===== config.mk =====
export PLATFORM = sky130hd
export DESIGN_NAME = scpm_regs
export DESIGN_NICKNAME = d
export VERILOG_FILES = /design/src/scpm_pkg.sv /design/src/scpm_dir_if.sv /design/src/scpm_tracker.sv /design/src/scpm_regs.sv
export VERILOG_INCLUDE_DIRS = /design/src /design/src/src
export SDC_FILE = /design/constraint.sdc
export NUM_CORES = 1
export LEC_CHECK = 0
export ABC_CLOCK_PERIOD_IN_PS = 15200
export BUFFER_PORTS_ARGS = -buffer_cell sky130_fd_sc_hd__buf_4
export CORE_MARGIN = 2
export CORE_UTILIZATION = 25
export CTS_BUF_LIST = sky130_fd_sc_hd__clkbuf_8
export CTS_CLUSTER_DIAMETER = 80
export DETAILED_ROUTE_END_ITERATION = 12
export GPL_TIMING_DRIVEN = 0
export SYNTH_ARGS = -nofsm -noshare
export SYNTH_HDL_FRONTEND = slang
export SYNTH_HIERARCHICAL = 1
export SYNTH_SLANG_ARGS = --single-unit

===== constraint.sdc =====
create_clock -name CLK -period 15.2 [get_ports CLK]
set_input_delay 3.04 -clock CLK [delete_from_list [all_inputs] [get_ports CLK]]
set_output_delay 3.04 -clock CLK [all_outputs]
set_load 0.02 [all_outputs]

===== src/scpm_defs.svh =====
// Offsets, reset values and fixed codes of the split commitment registers.
// Assumes byte addresses within the configuration space of one function.
`ifndef SCPM_DEFS_SVH
`define SCPM_DEFS_SVH
// -------------------------------------------------------------------------
// Register offsets
// -------------------------------------------------------------------------
`define SCPM_UP_OFF    8'h88
`define SCPM_DN_OFF    8'h8c
`define SCPM_PM_OFF    8'h90
// -------------------------------------------------------------------------
// Field values
// -------------------------------------------------------------------------
`define SCPM_CAP_VAL   16'h0010
`define SCPM_LIM_RST   16'h0010
`define SCPM_LIM_ANY   16'hffff
`define SCPM_PM_ID     8'h01
`define SCPM_NEXT_PTR  8'ha8
`define SCPM_LIM_LSB   16
`endif


===== src/scpm_pkg.sv =====
// Types shared by the split commitment register bank.
// Assumes the defs header is on the include path.
package scpm_pkg;
  // ADQ count, used for limits, sizes and outstanding totals
  typedef logic [15:0] scpm_adq_t;
  // Configuration dword
  typedef logic [31:0] scpm_dword_t;
endpackage


===== src/scpm_dir_if.sv =====
// Signals between the register bank and one direction's tracker.
// Assumes both ends run on the same clock.
`timescale 1ns/10ps
`default_nettype none
interface scpm_dir_if;
  import scpm_pkg::*;
  scpm_adq_t limit;       // Programmed commitment limit
  logic      req_valid;   // Split request waiting to go out
  scpm_adq_t req_size;    // Its sequence size in ADQs
  logic      grant;       // Request may be forwarded now
  logic      cpl_valid;   // Completion space handed back
  scpm_adq_t cpl_size;    // Amount handed back in ADQs
  logic      delayed;     // Sticky held-back flag
  logic      delayed_clr; // Clear pulse for the flag
  modport track (input limit, req_valid, req_size, cpl_valid, cpl_size,
                 delayed_clr, output grant, delayed);
  modport ctrl  (output limit, req_valid, req_size, cpl_valid, cpl_size,
                 delayed_clr, input grant, delayed);
endinterface
`default_nettype wire


===== src/scpm_tracker.sv =====
// Outstanding split total and forwarding gate for one direction.
// Assumes asynchronous active-low reset already released cleanly.
`timescale 1ns/10ps
`default_nettype none
module scpm_tracker
  import scpm_pkg::*;
(
  input  wire logic clk,
  input  wire logic rst_n,
  scpm_dir_if.track dir
);
  `include "scpm_defs.svh"
  // -----------------------------------------------------------------------
  // Room check
  // -----------------------------------------------------------------------
  scpm_adq_t   outstanding;      // ADQs committed but not returned
  logic [16:0] want;             // Total after this request
  logic        unbounded;        // Limit says no bound
  logic        fits;             // Request fits under limit
  scpm_adq_t   next_outstanding; // Next committed total
  logic [16:0] sum_add;          // Saturation helper
  scpm_adq_t   after_add;        // Total after grant
  assign want      = {1'b0, outstanding} + {1'b0, dir.req_size};
  assign unbounded = (dir.limit == `SCPM_LIM_ANY);
  assign fits      = unbounded || (want <= {1'b0, dir.limit});
  assign dir.grant = dir.req_valid && fits;
  assign sum_add   = dir.grant ? want : {1'b0, outstanding};
  assign after_add = sum_add[16] ? 16'hffff : sum_add[15:0];
  // Return of space, never below zero
  assign next_outstanding = !dir.cpl_valid ? after_add :
                            (dir.cpl_size >= after_add) ? 16'h0000 :
                            after_add - dir.cpl_size;
  // -----------------------------------------------------------------------
  // State
  // -----------------------------------------------------------------------
  // Committed total
  always_ff @(posedge clk or negedge rst_n)
  begin
    if (!rst_n)
      outstanding <= 16'h0000;
    else
      outstanding <= next_outstanding;
  end
  // Sticky delayed flag, a new refusal beats the clear
  always_ff @(posedge clk or negedge rst_n)
  begin
    if (!rst_n)
      dir.delayed <= 1'b0;
    else if (dir.req_valid && !fits)
      dir.delayed <= 1'b1;
    else if (dir.delayed_clr)
      dir.delayed <= 1'b0;
  end
endmodule
`default_nettype wire


===== src/scpm_regs.sv =====
// Split commitment limits and power management capability head.
// Assumes config accesses arrive on CLK from same-clock bus logic and
// that RST_N may be released at any time relative to CLK.
`timescale 1ns/10ps
`default_nettype none
// Notes on behaviour
// Capability field reads fixed 0010h ADQs
// Offset 88h governs secondary-to-primary splits
// Offset 8Ch governs primary-to-secondary splits
// Bits 31:16 hold read-write commitment limit
// Any written 16-bit limit is applied
// Limit FFFFh forwards requests of any size
// Limits reset to 0010h
// Offset 90h bits 7:0 read 01h
// Offset 90h bits 15:8 read A8h
// Over-limit request held, sticky flag set
// Read-only fields ignore writes; byte enables honoured
module scpm_regs
  import scpm_pkg::*;
(
  input  wire  logic              CLK,
  input  wire  logic              RST_N,
  input  wire  logic [7:0]        CFG_ADDR,
  input  wire  logic              CFG_RD,
  input  wire  logic              CFG_WR,
  input  wire  logic [3:0]        CFG_BE,
  input  wire  scpm_pkg::scpm_dword_t CFG_WDATA,
  output var   scpm_pkg::scpm_dword_t CFG_RDATA,
  output logic                    CFG_RD_VALID,
  input  wire  logic              UP_REQ_VALID,
  input  wire  scpm_pkg::scpm_adq_t UP_REQ_SIZE,
  output logic                    UP_REQ_GRANT,
  input  wire  logic              UP_CPL_VALID,
  input  wire  scpm_pkg::scpm_adq_t UP_CPL_SIZE,
  output logic                    UP_DELAYED,
  input  wire  logic              UP_DELAYED_CLR,
  input  wire  logic              DN_REQ_VALID,
  input  wire  scpm_pkg::scpm_adq_t DN_REQ_SIZE,
  output logic                    DN_REQ_GRANT,
  input  wire  logic              DN_CPL_VALID,
  input  wire  scpm_pkg::scpm_adq_t DN_CPL_SIZE,
  output logic                    DN_DELAYED,
  input  wire  logic              DN_DELAYED_CLR
);
  import scpm_pkg::*;
  `include "scpm_defs.svh"
  // -----------------------------------------------------------------------
  // Reset release
  // -----------------------------------------------------------------------
  logic [1:0] rst_pipe; // Release synchroniser
  logic       rst_n;    // Synchronised reset for the design
  // Two-stage release of the asynchronous reset
  always_ff @(posedge CLK or negedge RST_N)
  begin
    if (!RST_N)
      rst_pipe <= 2'b00;
    else
      rst_pipe <= {rst_pipe[0], 1'b1};
  end
  assign rst_n = rst_pipe[1];
  // -----------------------------------------------------------------------
  // Helpers
  // -----------------------------------------------------------------------
  // Merge the two upper byte lanes into a limit field
  function automatic scpm_adq_t merge_limit(input scpm_adq_t   old_v,
                                            input scpm_dword_t wd,
                                            input logic [3:0]  be);
    scpm_adq_t r;
    r = old_v;
    if (be[2])
      r[7:0] = wd[23:16];
    if (be[3])
      r[15:8] = wd[31:24];
    return r;
  endfunction
  // -----------------------------------------------------------------------
  // Address decode
  // -----------------------------------------------------------------------
  localparam logic [7:0] UP_OFF = `SCPM_UP_OFF; // Upstream dword
  localparam logic [7:0] DN_OFF = `SCPM_DN_OFF; // Downstream dword
  localparam logic [7:0] PM_OFF = `SCPM_PM_OFF; // PM capability head
  logic hit_up;          // Upstream register selected
  logic hit_dn;          // Downstream register selected
  logic hit_pm;          // PM head selected
  assign hit_up = (CFG_ADDR[7:2] == UP_OFF[7:2]);
  assign hit_dn = (CFG_ADDR[7:2] == DN_OFF[7:2]);
  assign hit_pm = (CFG_ADDR[7:2] == PM_OFF[7:2]);
  // -----------------------------------------------------------------------
  // Commitment limits
  // -----------------------------------------------------------------------
  scpm_adq_t up_limit;      // Secondary-to-primary limit
  scpm_adq_t dn_limit;      // Primary-to-secondary limit
  scpm_adq_t next_up_limit; // Upstream after write
  scpm_adq_t next_dn_limit; // Downstream after write
  assign next_up_limit = (CFG_WR && hit_up) ?
                         merge_limit(up_limit, CFG_WDATA, CFG_BE) :
                         up_limit;
  assign next_dn_limit = (CFG_WR && hit_dn) ?
                         merge_limit(dn_limit, CFG_WDATA, CFG_BE) :
                         dn_limit;
  // Limit storage, any value accepted
  always_ff @(posedge CLK or negedge rst_n)
  begin
    if (!rst_n)
    begin
      up_limit <= `SCPM_LIM_RST;
      dn_limit <= `SCPM_LIM_RST;
    end
    else
    begin
      up_limit <= next_up_limit;
      dn_limit <= next_dn_limit;
    end
  end
  // -----------------------------------------------------------------------
  // Read path
  // -----------------------------------------------------------------------
  scpm_dword_t rd_mux;     // Selected read word
  scpm_dword_t up_word;    // Upstream dword image
  scpm_dword_t dn_word;    // Downstream dword image
  scpm_dword_t pm_word;    // PM head image, upper half not held here
  assign up_word = {up_limit, `SCPM_CAP_VAL};
  assign dn_word = {dn_limit, `SCPM_CAP_VAL};
  assign pm_word = {16'h0000, `SCPM_NEXT_PTR, `SCPM_PM_ID};
  assign rd_mux  = hit_up ? up_word :
                   hit_dn ? dn_word :
                   hit_pm ? pm_word : 32'h0000_0000;
  // Registered read data, unmapped offsets read zero
  always_ff @(posedge CLK or negedge rst_n)
  begin
    if (!rst_n)
    begin
      CFG_RDATA    <= 32'h0000_0000;
      CFG_RD_VALID <= 1'b0;
    end
    else
    begin
      CFG_RD_VALID <= CFG_RD;
      if (CFG_RD)
        CFG_RDATA <= rd_mux;
    end
  end
  // -----------------------------------------------------------------------
  // Direction trackers
  // -----------------------------------------------------------------------
  scpm_dir_if up_dir ();   // Secondary requesters, primary completers
  scpm_dir_if dn_dir ();   // Primary requesters, secondary completers
  assign up_dir.limit       = up_limit;
  assign up_dir.req_valid   = UP_REQ_VALID;
  assign up_dir.req_size    = UP_REQ_SIZE;
  assign up_dir.cpl_valid   = UP_CPL_VALID;
  assign up_dir.cpl_size    = UP_CPL_SIZE;
  assign up_dir.delayed_clr = UP_DELAYED_CLR;
  assign UP_REQ_GRANT       = up_dir.grant;
  assign UP_DELAYED         = up_dir.delayed;
  assign dn_dir.limit       = dn_limit;
  assign dn_dir.req_valid   = DN_REQ_VALID;
  assign dn_dir.req_size    = DN_REQ_SIZE;
  assign dn_dir.cpl_valid   = DN_CPL_VALID;
  assign dn_dir.cpl_size    = DN_CPL_SIZE;
  assign dn_dir.delayed_clr = DN_DELAYED_CLR;
  assign DN_REQ_GRANT       = dn_dir.grant;
  assign DN_DELAYED         = dn_dir.delayed;
  scpm_tracker u_up_track
  (
    .clk   (CLK),
    .rst_n (rst_n),
    .dir   (up_dir.track)
  );
  scpm_tracker u_dn_track
  (
    .clk   (CLK),
    .rst_n (rst_n),
    .dir   (dn_dir.track)
  );
endmodule
`default_nettype wire


; ---- Word level (Yosys, flattened, before mapping)
; Index checks and enable logic that the tools add are counted.
[word_totals]
inputBits = 118
reg_bits = 101
elab_cells = 55
[op_classes]
n_mux = 15
n_reduce_logical = 16
eq_ne = 5
n_addsub = 4
magnitude_cmp = 4
[op_table]
columns = operator, count
row1 = $mux 16, 7
row2 = $mux 32, 2
row3 = $add 16x16->17, 2
row4 = $le 17x16->1, 2
row5 = $mux 17, 2
row6 = $eq 16x16->1 const B, 2
row7 = $ge 16x16->1, 2
row8 = $sub 16x16->16, 2
row9 = $eq 6x6->1 const B, 3
row10 = $reduce_and 2->1, 4
row11 = $logic_and 1x1->1, 6
row12 = $mux 1, 4
row13 = $reduce_bool 2->1, 2
row14 = $logic_not 1->1, 2
row15 = $logic_or 1x1->1, 2

; ---- Depth between registers and ports, before layout
[depth]
ltp_word = 9
depth_mapped = 28
mapped_depth_nobuf = 25

; ---- Cells and area by module
; Netlist, hierarchy kept.
[modules_own_cells]
columns = mod, n_inst, cells_each, area_each_um2, seq_area_each_um2
row1 = scpm_tracker (u_up_track), 1, 392, 2980.4, 425.4
row2 = scpm_tracker (u_dn_track), 1, 330, 2859.0, 425.4
row3 = scpm_regs, 1, 172, 2288.4, 1328.8

; ---- Least setup slack after synthesis
; No wires, ideal clock.
[synth_path]
path_kind = input -> output
start = in DN_REQ_SIZE[0]
end = out DN_REQ_GRANT
n_path_buf = 2
t_arrival_ns = 6.161
stages = 16
path_slack_ns = 5.999
cell_sequence = ha_1 > fa_1 > a211oi_2 > o21bai_4 > a21oi_4 > o21ai_0 > xnor2_1 > ha_1 > a211oi_1 > nor2_1 > nor3_1 > nor2_1 > o41ai_2 > o211a_1 > buf_6 > buf_12
[synth_via]
elab_chain_cells = 4
[synth_rtl]
columns = element, line_no
row1 = start: declaration, scpm_regs.sv:38  ; input wire scpm_pkg::scpm_adq_t DN_REQ_SIZE,
row2 = $add 16x16->17, scpm_tracker.sv:23  ; assign want = {1'b0, outstanding} + {1'b0, dir.req_size};
row3 = $le 17x16->1, scpm_tracker.sv:25  ; assign fits = unbounded || (want <= {1'b0, dir.limit});
row4 = $logic_or 1x1->1, scpm_tracker.sv:25
row5 = $logic_and 1x1->1, scpm_tracker.sv:26  ; assign dir.grant = dir.req_valid && fits;
row6 = end: declaration, scpm_regs.sv:39  ; output logic DN_REQ_GRANT,
; Every way passes these cells.

; ---- Worst setup path after layout
; Same ends and word-level chain as after synthesis.

==> metrics.txt <==
# TYPE chip_impl_metric gauge
chip_impl_info{name="run_status",value="complete, no violations"} 1
chip_impl_metric{name="largest_net_degree_at_the_start_of_global_routing",unit=""} 69
chip_impl_info{name="cts_root_buf",value="sky130_fd_sc_hd__clkbuf_8"} 1
chip_impl_metric{name="yosys_register_bits",unit=""} 87
chip_impl_metric{name="clkTransAtPathRegs",unit="ps"} 90
chip_impl_metric{name="cts-htree-levels",unit=""} 3
chip_impl_metric{name="leakagePower",unit="uW"} 0.00463
chip_impl_metric{name="async_flop_share",unit=""} 1.00
chip_impl_metric{name="grt_pass1_vias",unit=""} 6826
chip_impl_metric{name="viasPerCell",unit=""} 4.75
chip_impl_info{name="worstPathCellList",value="buf_4, ha_1, fa_1, a211oi_2, o21bai_4, a2111oi_0, o21bai_1, a21oi_1, xnor2_1, ha_1, nand4_1, nor2_1, o41a_1, o41ai_2, o211a_1, buf_6, buf_12, buf_4"} 1
chip_impl_metric{name="power_frac_seq",unit=""} 0.160
chip_impl_metric{name="total_routed_wirelength",unit="um"} 23100
chip_impl_metric{name="detail_route.wl_per_cell",unit="um"} 15.5
chip_impl_metric{name="num_rows",unit=""} 66
chip_impl_metric{name="insertion_delay",unit="ps"} 390
chip_impl_metric{name="multi_input_area",unit="um2"} 5300
chip_impl_info{name="cp_slowest_cell",value="sky130_fd_sc_hd__a2111oi_0"} 1
chip_impl_metric{name="power.ir.vdd_worst",unit="V"} 0.0000571
chip_impl_metric{name="cts.hold.buffers_added",unit=""} 0
chip_impl_metric{name="antenna_found_initial",unit=""} 4
chip_impl_metric{name="fill_cells",unit=""} 3400
chip_impl_metric{name="tritoncts.num_buffers",unit=""} 9
chip_impl_info{name="path_class_of_the_lowest_slack_min_delay_path",value="reg -> async"} 1
chip_impl_metric{name="layout.area.seq",unit="um2"} 2180
chip_impl_metric{name="gr-total-overflow",unit=""} 0
chip_impl_metric{name="ant_nets",unit=""} 0
chip_impl_info{name="dominant_register_cell_in_the_synthesized_netlist",value="sky130_fd_sc_hd__dfrtp_1"} 1
chip_impl_metric{name="power_switching",unit="uW"} 896
chip_impl_info{name="synth_largest_area_cell",value="sky130_fd_sc_hd__dfrtp_1"} 1
chip_impl_info{name="synth_commonest_cells",value="114 x sky130_fd_sc_hd__inv_1, 96 x sky130_fd_sc_hd__ha_1, 85 x sky130_fd_sc_hd__dfrtp_1"} 1
chip_impl_metric{name="post-cts-setup-buffer-count",unit=""} 0
chip_impl_info{name="critical_path.startpoint_type",value="input port"} 1
chip_impl_metric{name="ctsResizeCount",unit=""} 0
chip_impl_metric{name="dpl.hpwl",unit="um"} 19300
chip_impl_metric{name="cp_max_fo",unit=""} 10
chip_impl_info{name="timing.critical_path.max_delay_family",value="compound AO/OA/AOI/OAI gates"} 1
chip_impl_metric{name="ctsLongestPathBuffers",unit=""} 2
chip_impl_info{name="path_class",value="in -> out"} 1
chip_impl_metric{name="seq_area_frac_synth",unit=""} 0.268
chip_impl_metric{name="layout_min_cycle_time",unit="ps"} 10140
chip_impl_metric{name="period_share",unit=""} 0.667
chip_impl_metric{name="max_transition_margin",unit=""} 0.390
chip_impl_info{name="synth_area_leaders",value="sky130_fd_sc_hd__dfrtp_1 26%, sky130_fd_sc_hd__ha_1 15%, sky130_fd_sc_hd__inv_1 5.3%"} 1
chip_impl_info{name="synthMostInstantiatedCell",value="sky130_fd_sc_hd__inv_1"} 1
chip_impl_info{name="unrepaired_setup_endpoints_after_global_routing",value="no"} 1
chip_impl_metric{name="grt_total_usage",unit=""} 0.136
chip_impl_metric{name="dr_total_vias",unit=""} 7065
chip_impl_metric{name="post_synth_instance_area",unit="um2"} 8130
chip_impl_metric{name="fin_util",unit=""} 0.308
chip_impl_metric{name="die_y",unit="um"} 184
chip_impl_metric{name="synth-edff-count",unit=""} 0
chip_impl_metric{name="boundaryPins",unit=""} 155
chip_impl_metric{name="timing_worst_slew_pin_value",unit="ps"} 904
chip_impl_metric{name="area.growth.synth_to_final",unit="%"} 22.3
chip_impl_metric{name="setup_viol_count_final",unit=""} 0
chip_impl_metric{name="detail_route.iter0.violations",unit=""} 319
chip_impl_metric{name="post_route_cells_drive_above_1_share",unit=""} 0.227
chip_impl_metric{name="power.share.combinational",unit=""} 0.724
chip_impl_metric{name="worst_ep_required_time",unit="ps"} 12160
chip_impl_metric{name="total_clock_sinks",unit=""} 87
chip_impl_metric{name="core",unit="um2"} 32300
chip_impl_metric{name="synth_cell_type_count",unit=""} 86
chip_impl_metric{name="timing_hold_violations_final",unit=""} 0
chip_impl_metric{name="die_area",unit="um2"} 34000
chip_impl_info{name="cts_tree",value="built"} 1
chip_impl_metric{name="gp_congestion",unit=""} 0.844
chip_impl_metric{name="max_clock_freq",unit="MHz"} 98.6
chip_impl_metric{name="power.density_cell_area",unit="nW/um2"} 192
chip_impl_info{name="cp-end-kind",value="output pin"} 1
chip_impl_metric{name="fin_skew",unit="ps"} 16.2
chip_impl_metric{name="worstPathArrival",unit="ps"} 7100
chip_impl_metric{name="postSynthCellCount",unit=""} 894
chip_impl_metric{name="drv.max_cap_violation_count",unit=""} 0
chip_impl_metric{name="internal_power",unit="uW"} 1010
chip_impl_metric{name="synth_top_area_frac",unit=""} 0.262
chip_impl_metric{name="drt_pre_antenna_iters",unit=""} 5
chip_impl_metric{name="finalNetCount",unit=""} 1256
chip_impl_metric{name="finalPower",unit="uW"} 1910
chip_impl_metric{name="timing.final.max_slew_violations",unit=""} 0
chip_impl_metric{name="dieWidth",unit="um"} 184
chip_impl_metric{name="grt_first_pass_wirelength",unit="um"} 35900
chip_impl_metric{name="ys_warn_count",unit=""} 6
chip_impl_metric{name="critical_path.n_buffers_inverters",unit=""} 4
chip_impl_metric{name="floorplan.initialDensity",unit=""} 0.252
chip_impl_metric{name="clock_power_share",unit=""} 0.116
chip_impl_metric{name="drc",unit=""} 0
chip_impl_metric{name="buffers_added_on_ports",unit=""} 122
chip_impl_metric{name="tns",unit="ps"} 0
chip_impl_metric{name="postSynthAreaPerCell",unit="um2"} 9.09
chip_impl_metric{name="switching_part_of_the_total_power",unit=""} 0.470
chip_impl_metric{name="largest_incremental_delay_on_the_critical_path",unit="ps"} 550
==> worst reg2reg max path, delay by kind of cell (launching register included) <==
kind	cells	cell delay (ps)
xor+xnor	1	200
flops	1	410
buf+inv	3	590
simple gates	6	930
compound gates	13	3110
fa+ha+maj	5	1610
==> power by group through the flow <==
stage                     combinational, uW  sequential (uW)  clock (uW)
after CTS                              1370              306         228
after detailed placement               1370              311           0
final                                  1380              305         222
after global placement                 1340              314           0
after floorplan                        1080              308           0
after global routing                   1530              312         239
==> layout make-up <==
cell class / instances / share of cell area
Multi-Input combinational cell: 666 / 0.533
Sequential cell: 87 / 0.220
Timing Repair Buffer: 123 / 0.0949
Tap cell: 442 / 0.0556
Inverter: 115 / 0.0437
Buffer: 36 / 0.0254
Clock buffer: 10 / 0.0138
Clock inverter: 6 / 0.0133
Antenna cell: 2 / 0.000503
==> path summary, 6_finish.rpt <==
| path | end | slack [ps] | startpoint | cells after the start |
|---|---|---|---|---|
| worst max register to register | u_dn_track/outstanding[3] | 8290 | u_dn_track/outstanding[0] | 28 |
| worst max-delay path | DN_REQ_GRANT | 5060 | DN_REQ_SIZE[0] | 18 |
| worst min-delay path | u_dn_track/outstanding[3] | 220 | rst_pipe[1] | 0 |
| worst min register to register | u_dn_track/outstanding[3] | 220 | rst_pipe[1] | 0 |
| min in group CLK | rst_pipe[1] | 360 | rst_pipe[0] | 0 |
| max in group asynchronous | rst_pipe[1] | 12680 | RST_N | 1 |
==> cells by family (layout without fill, tap and decap cells) <==
family	after synthesis	count (layout)	share of synthesized area
xor gates and xnor gates	47	47	0.0506
buffers and inverters	151	290	0.0845
other	2	14	0.000924
and+or+nand+nor	206	206	0.132
AOI/OAI and AO/OA	250	250	0.238
muxes	51	51	0.0677
DFF	87	87	0.268
adders and majority gates	100	100	0.158
==> sequential cells by signal, summed over array words and instances, names as in the netlist <==
signal	count
CFG_RD_VALID	1
up_dir.limit	16
u_dn_track/outstanding	16
rst_pipe	2
u_up_track/dir.delayed	1
u_dn_track/dir.delayed	1
dn_dir.limit	16
u_up_track/outstanding	16
CFG_RDATA	18
==> layer usage <==
metal	up-vias	GRT usage	routed length, um
li1	3552	-	-
met1	3338	0.177	10700
met2	136	0.218	10400
met3	35	0.0288	1170
met4	4	0.0566	734
met5	-	0	30
==> placed cells by master, fill, tap and decap left out, drive strengths merged, types with 24 or more instances in the layout <==
master	n
o21ai	40
nor2	55
mux2	32
buf	151
nor3	35
xor2	24
ha	96
nand2	34
dfrtp	85
inv	117
a21oi	42
nand4	24
==> metrics by stage <==
stage | cell area (um2) | cells | setup slack, ps | hold WS (ps)
2_1_floorplan | 8170 | 904 | 6000 | 331
3_3_place_gp | 9630 | 1468 | 5210 | 337
3_5_place_dp | 9670 | 1469 | 5160 | 215
4_1_cts | 9940 | 1485 | 5110 | 235
5_1_grt | 9940 | 1486 | 4890 | 252
6_report | 9940 | 1487 | 5060 | 221
No activity file was read; power rests on OpenSTA's default activity.
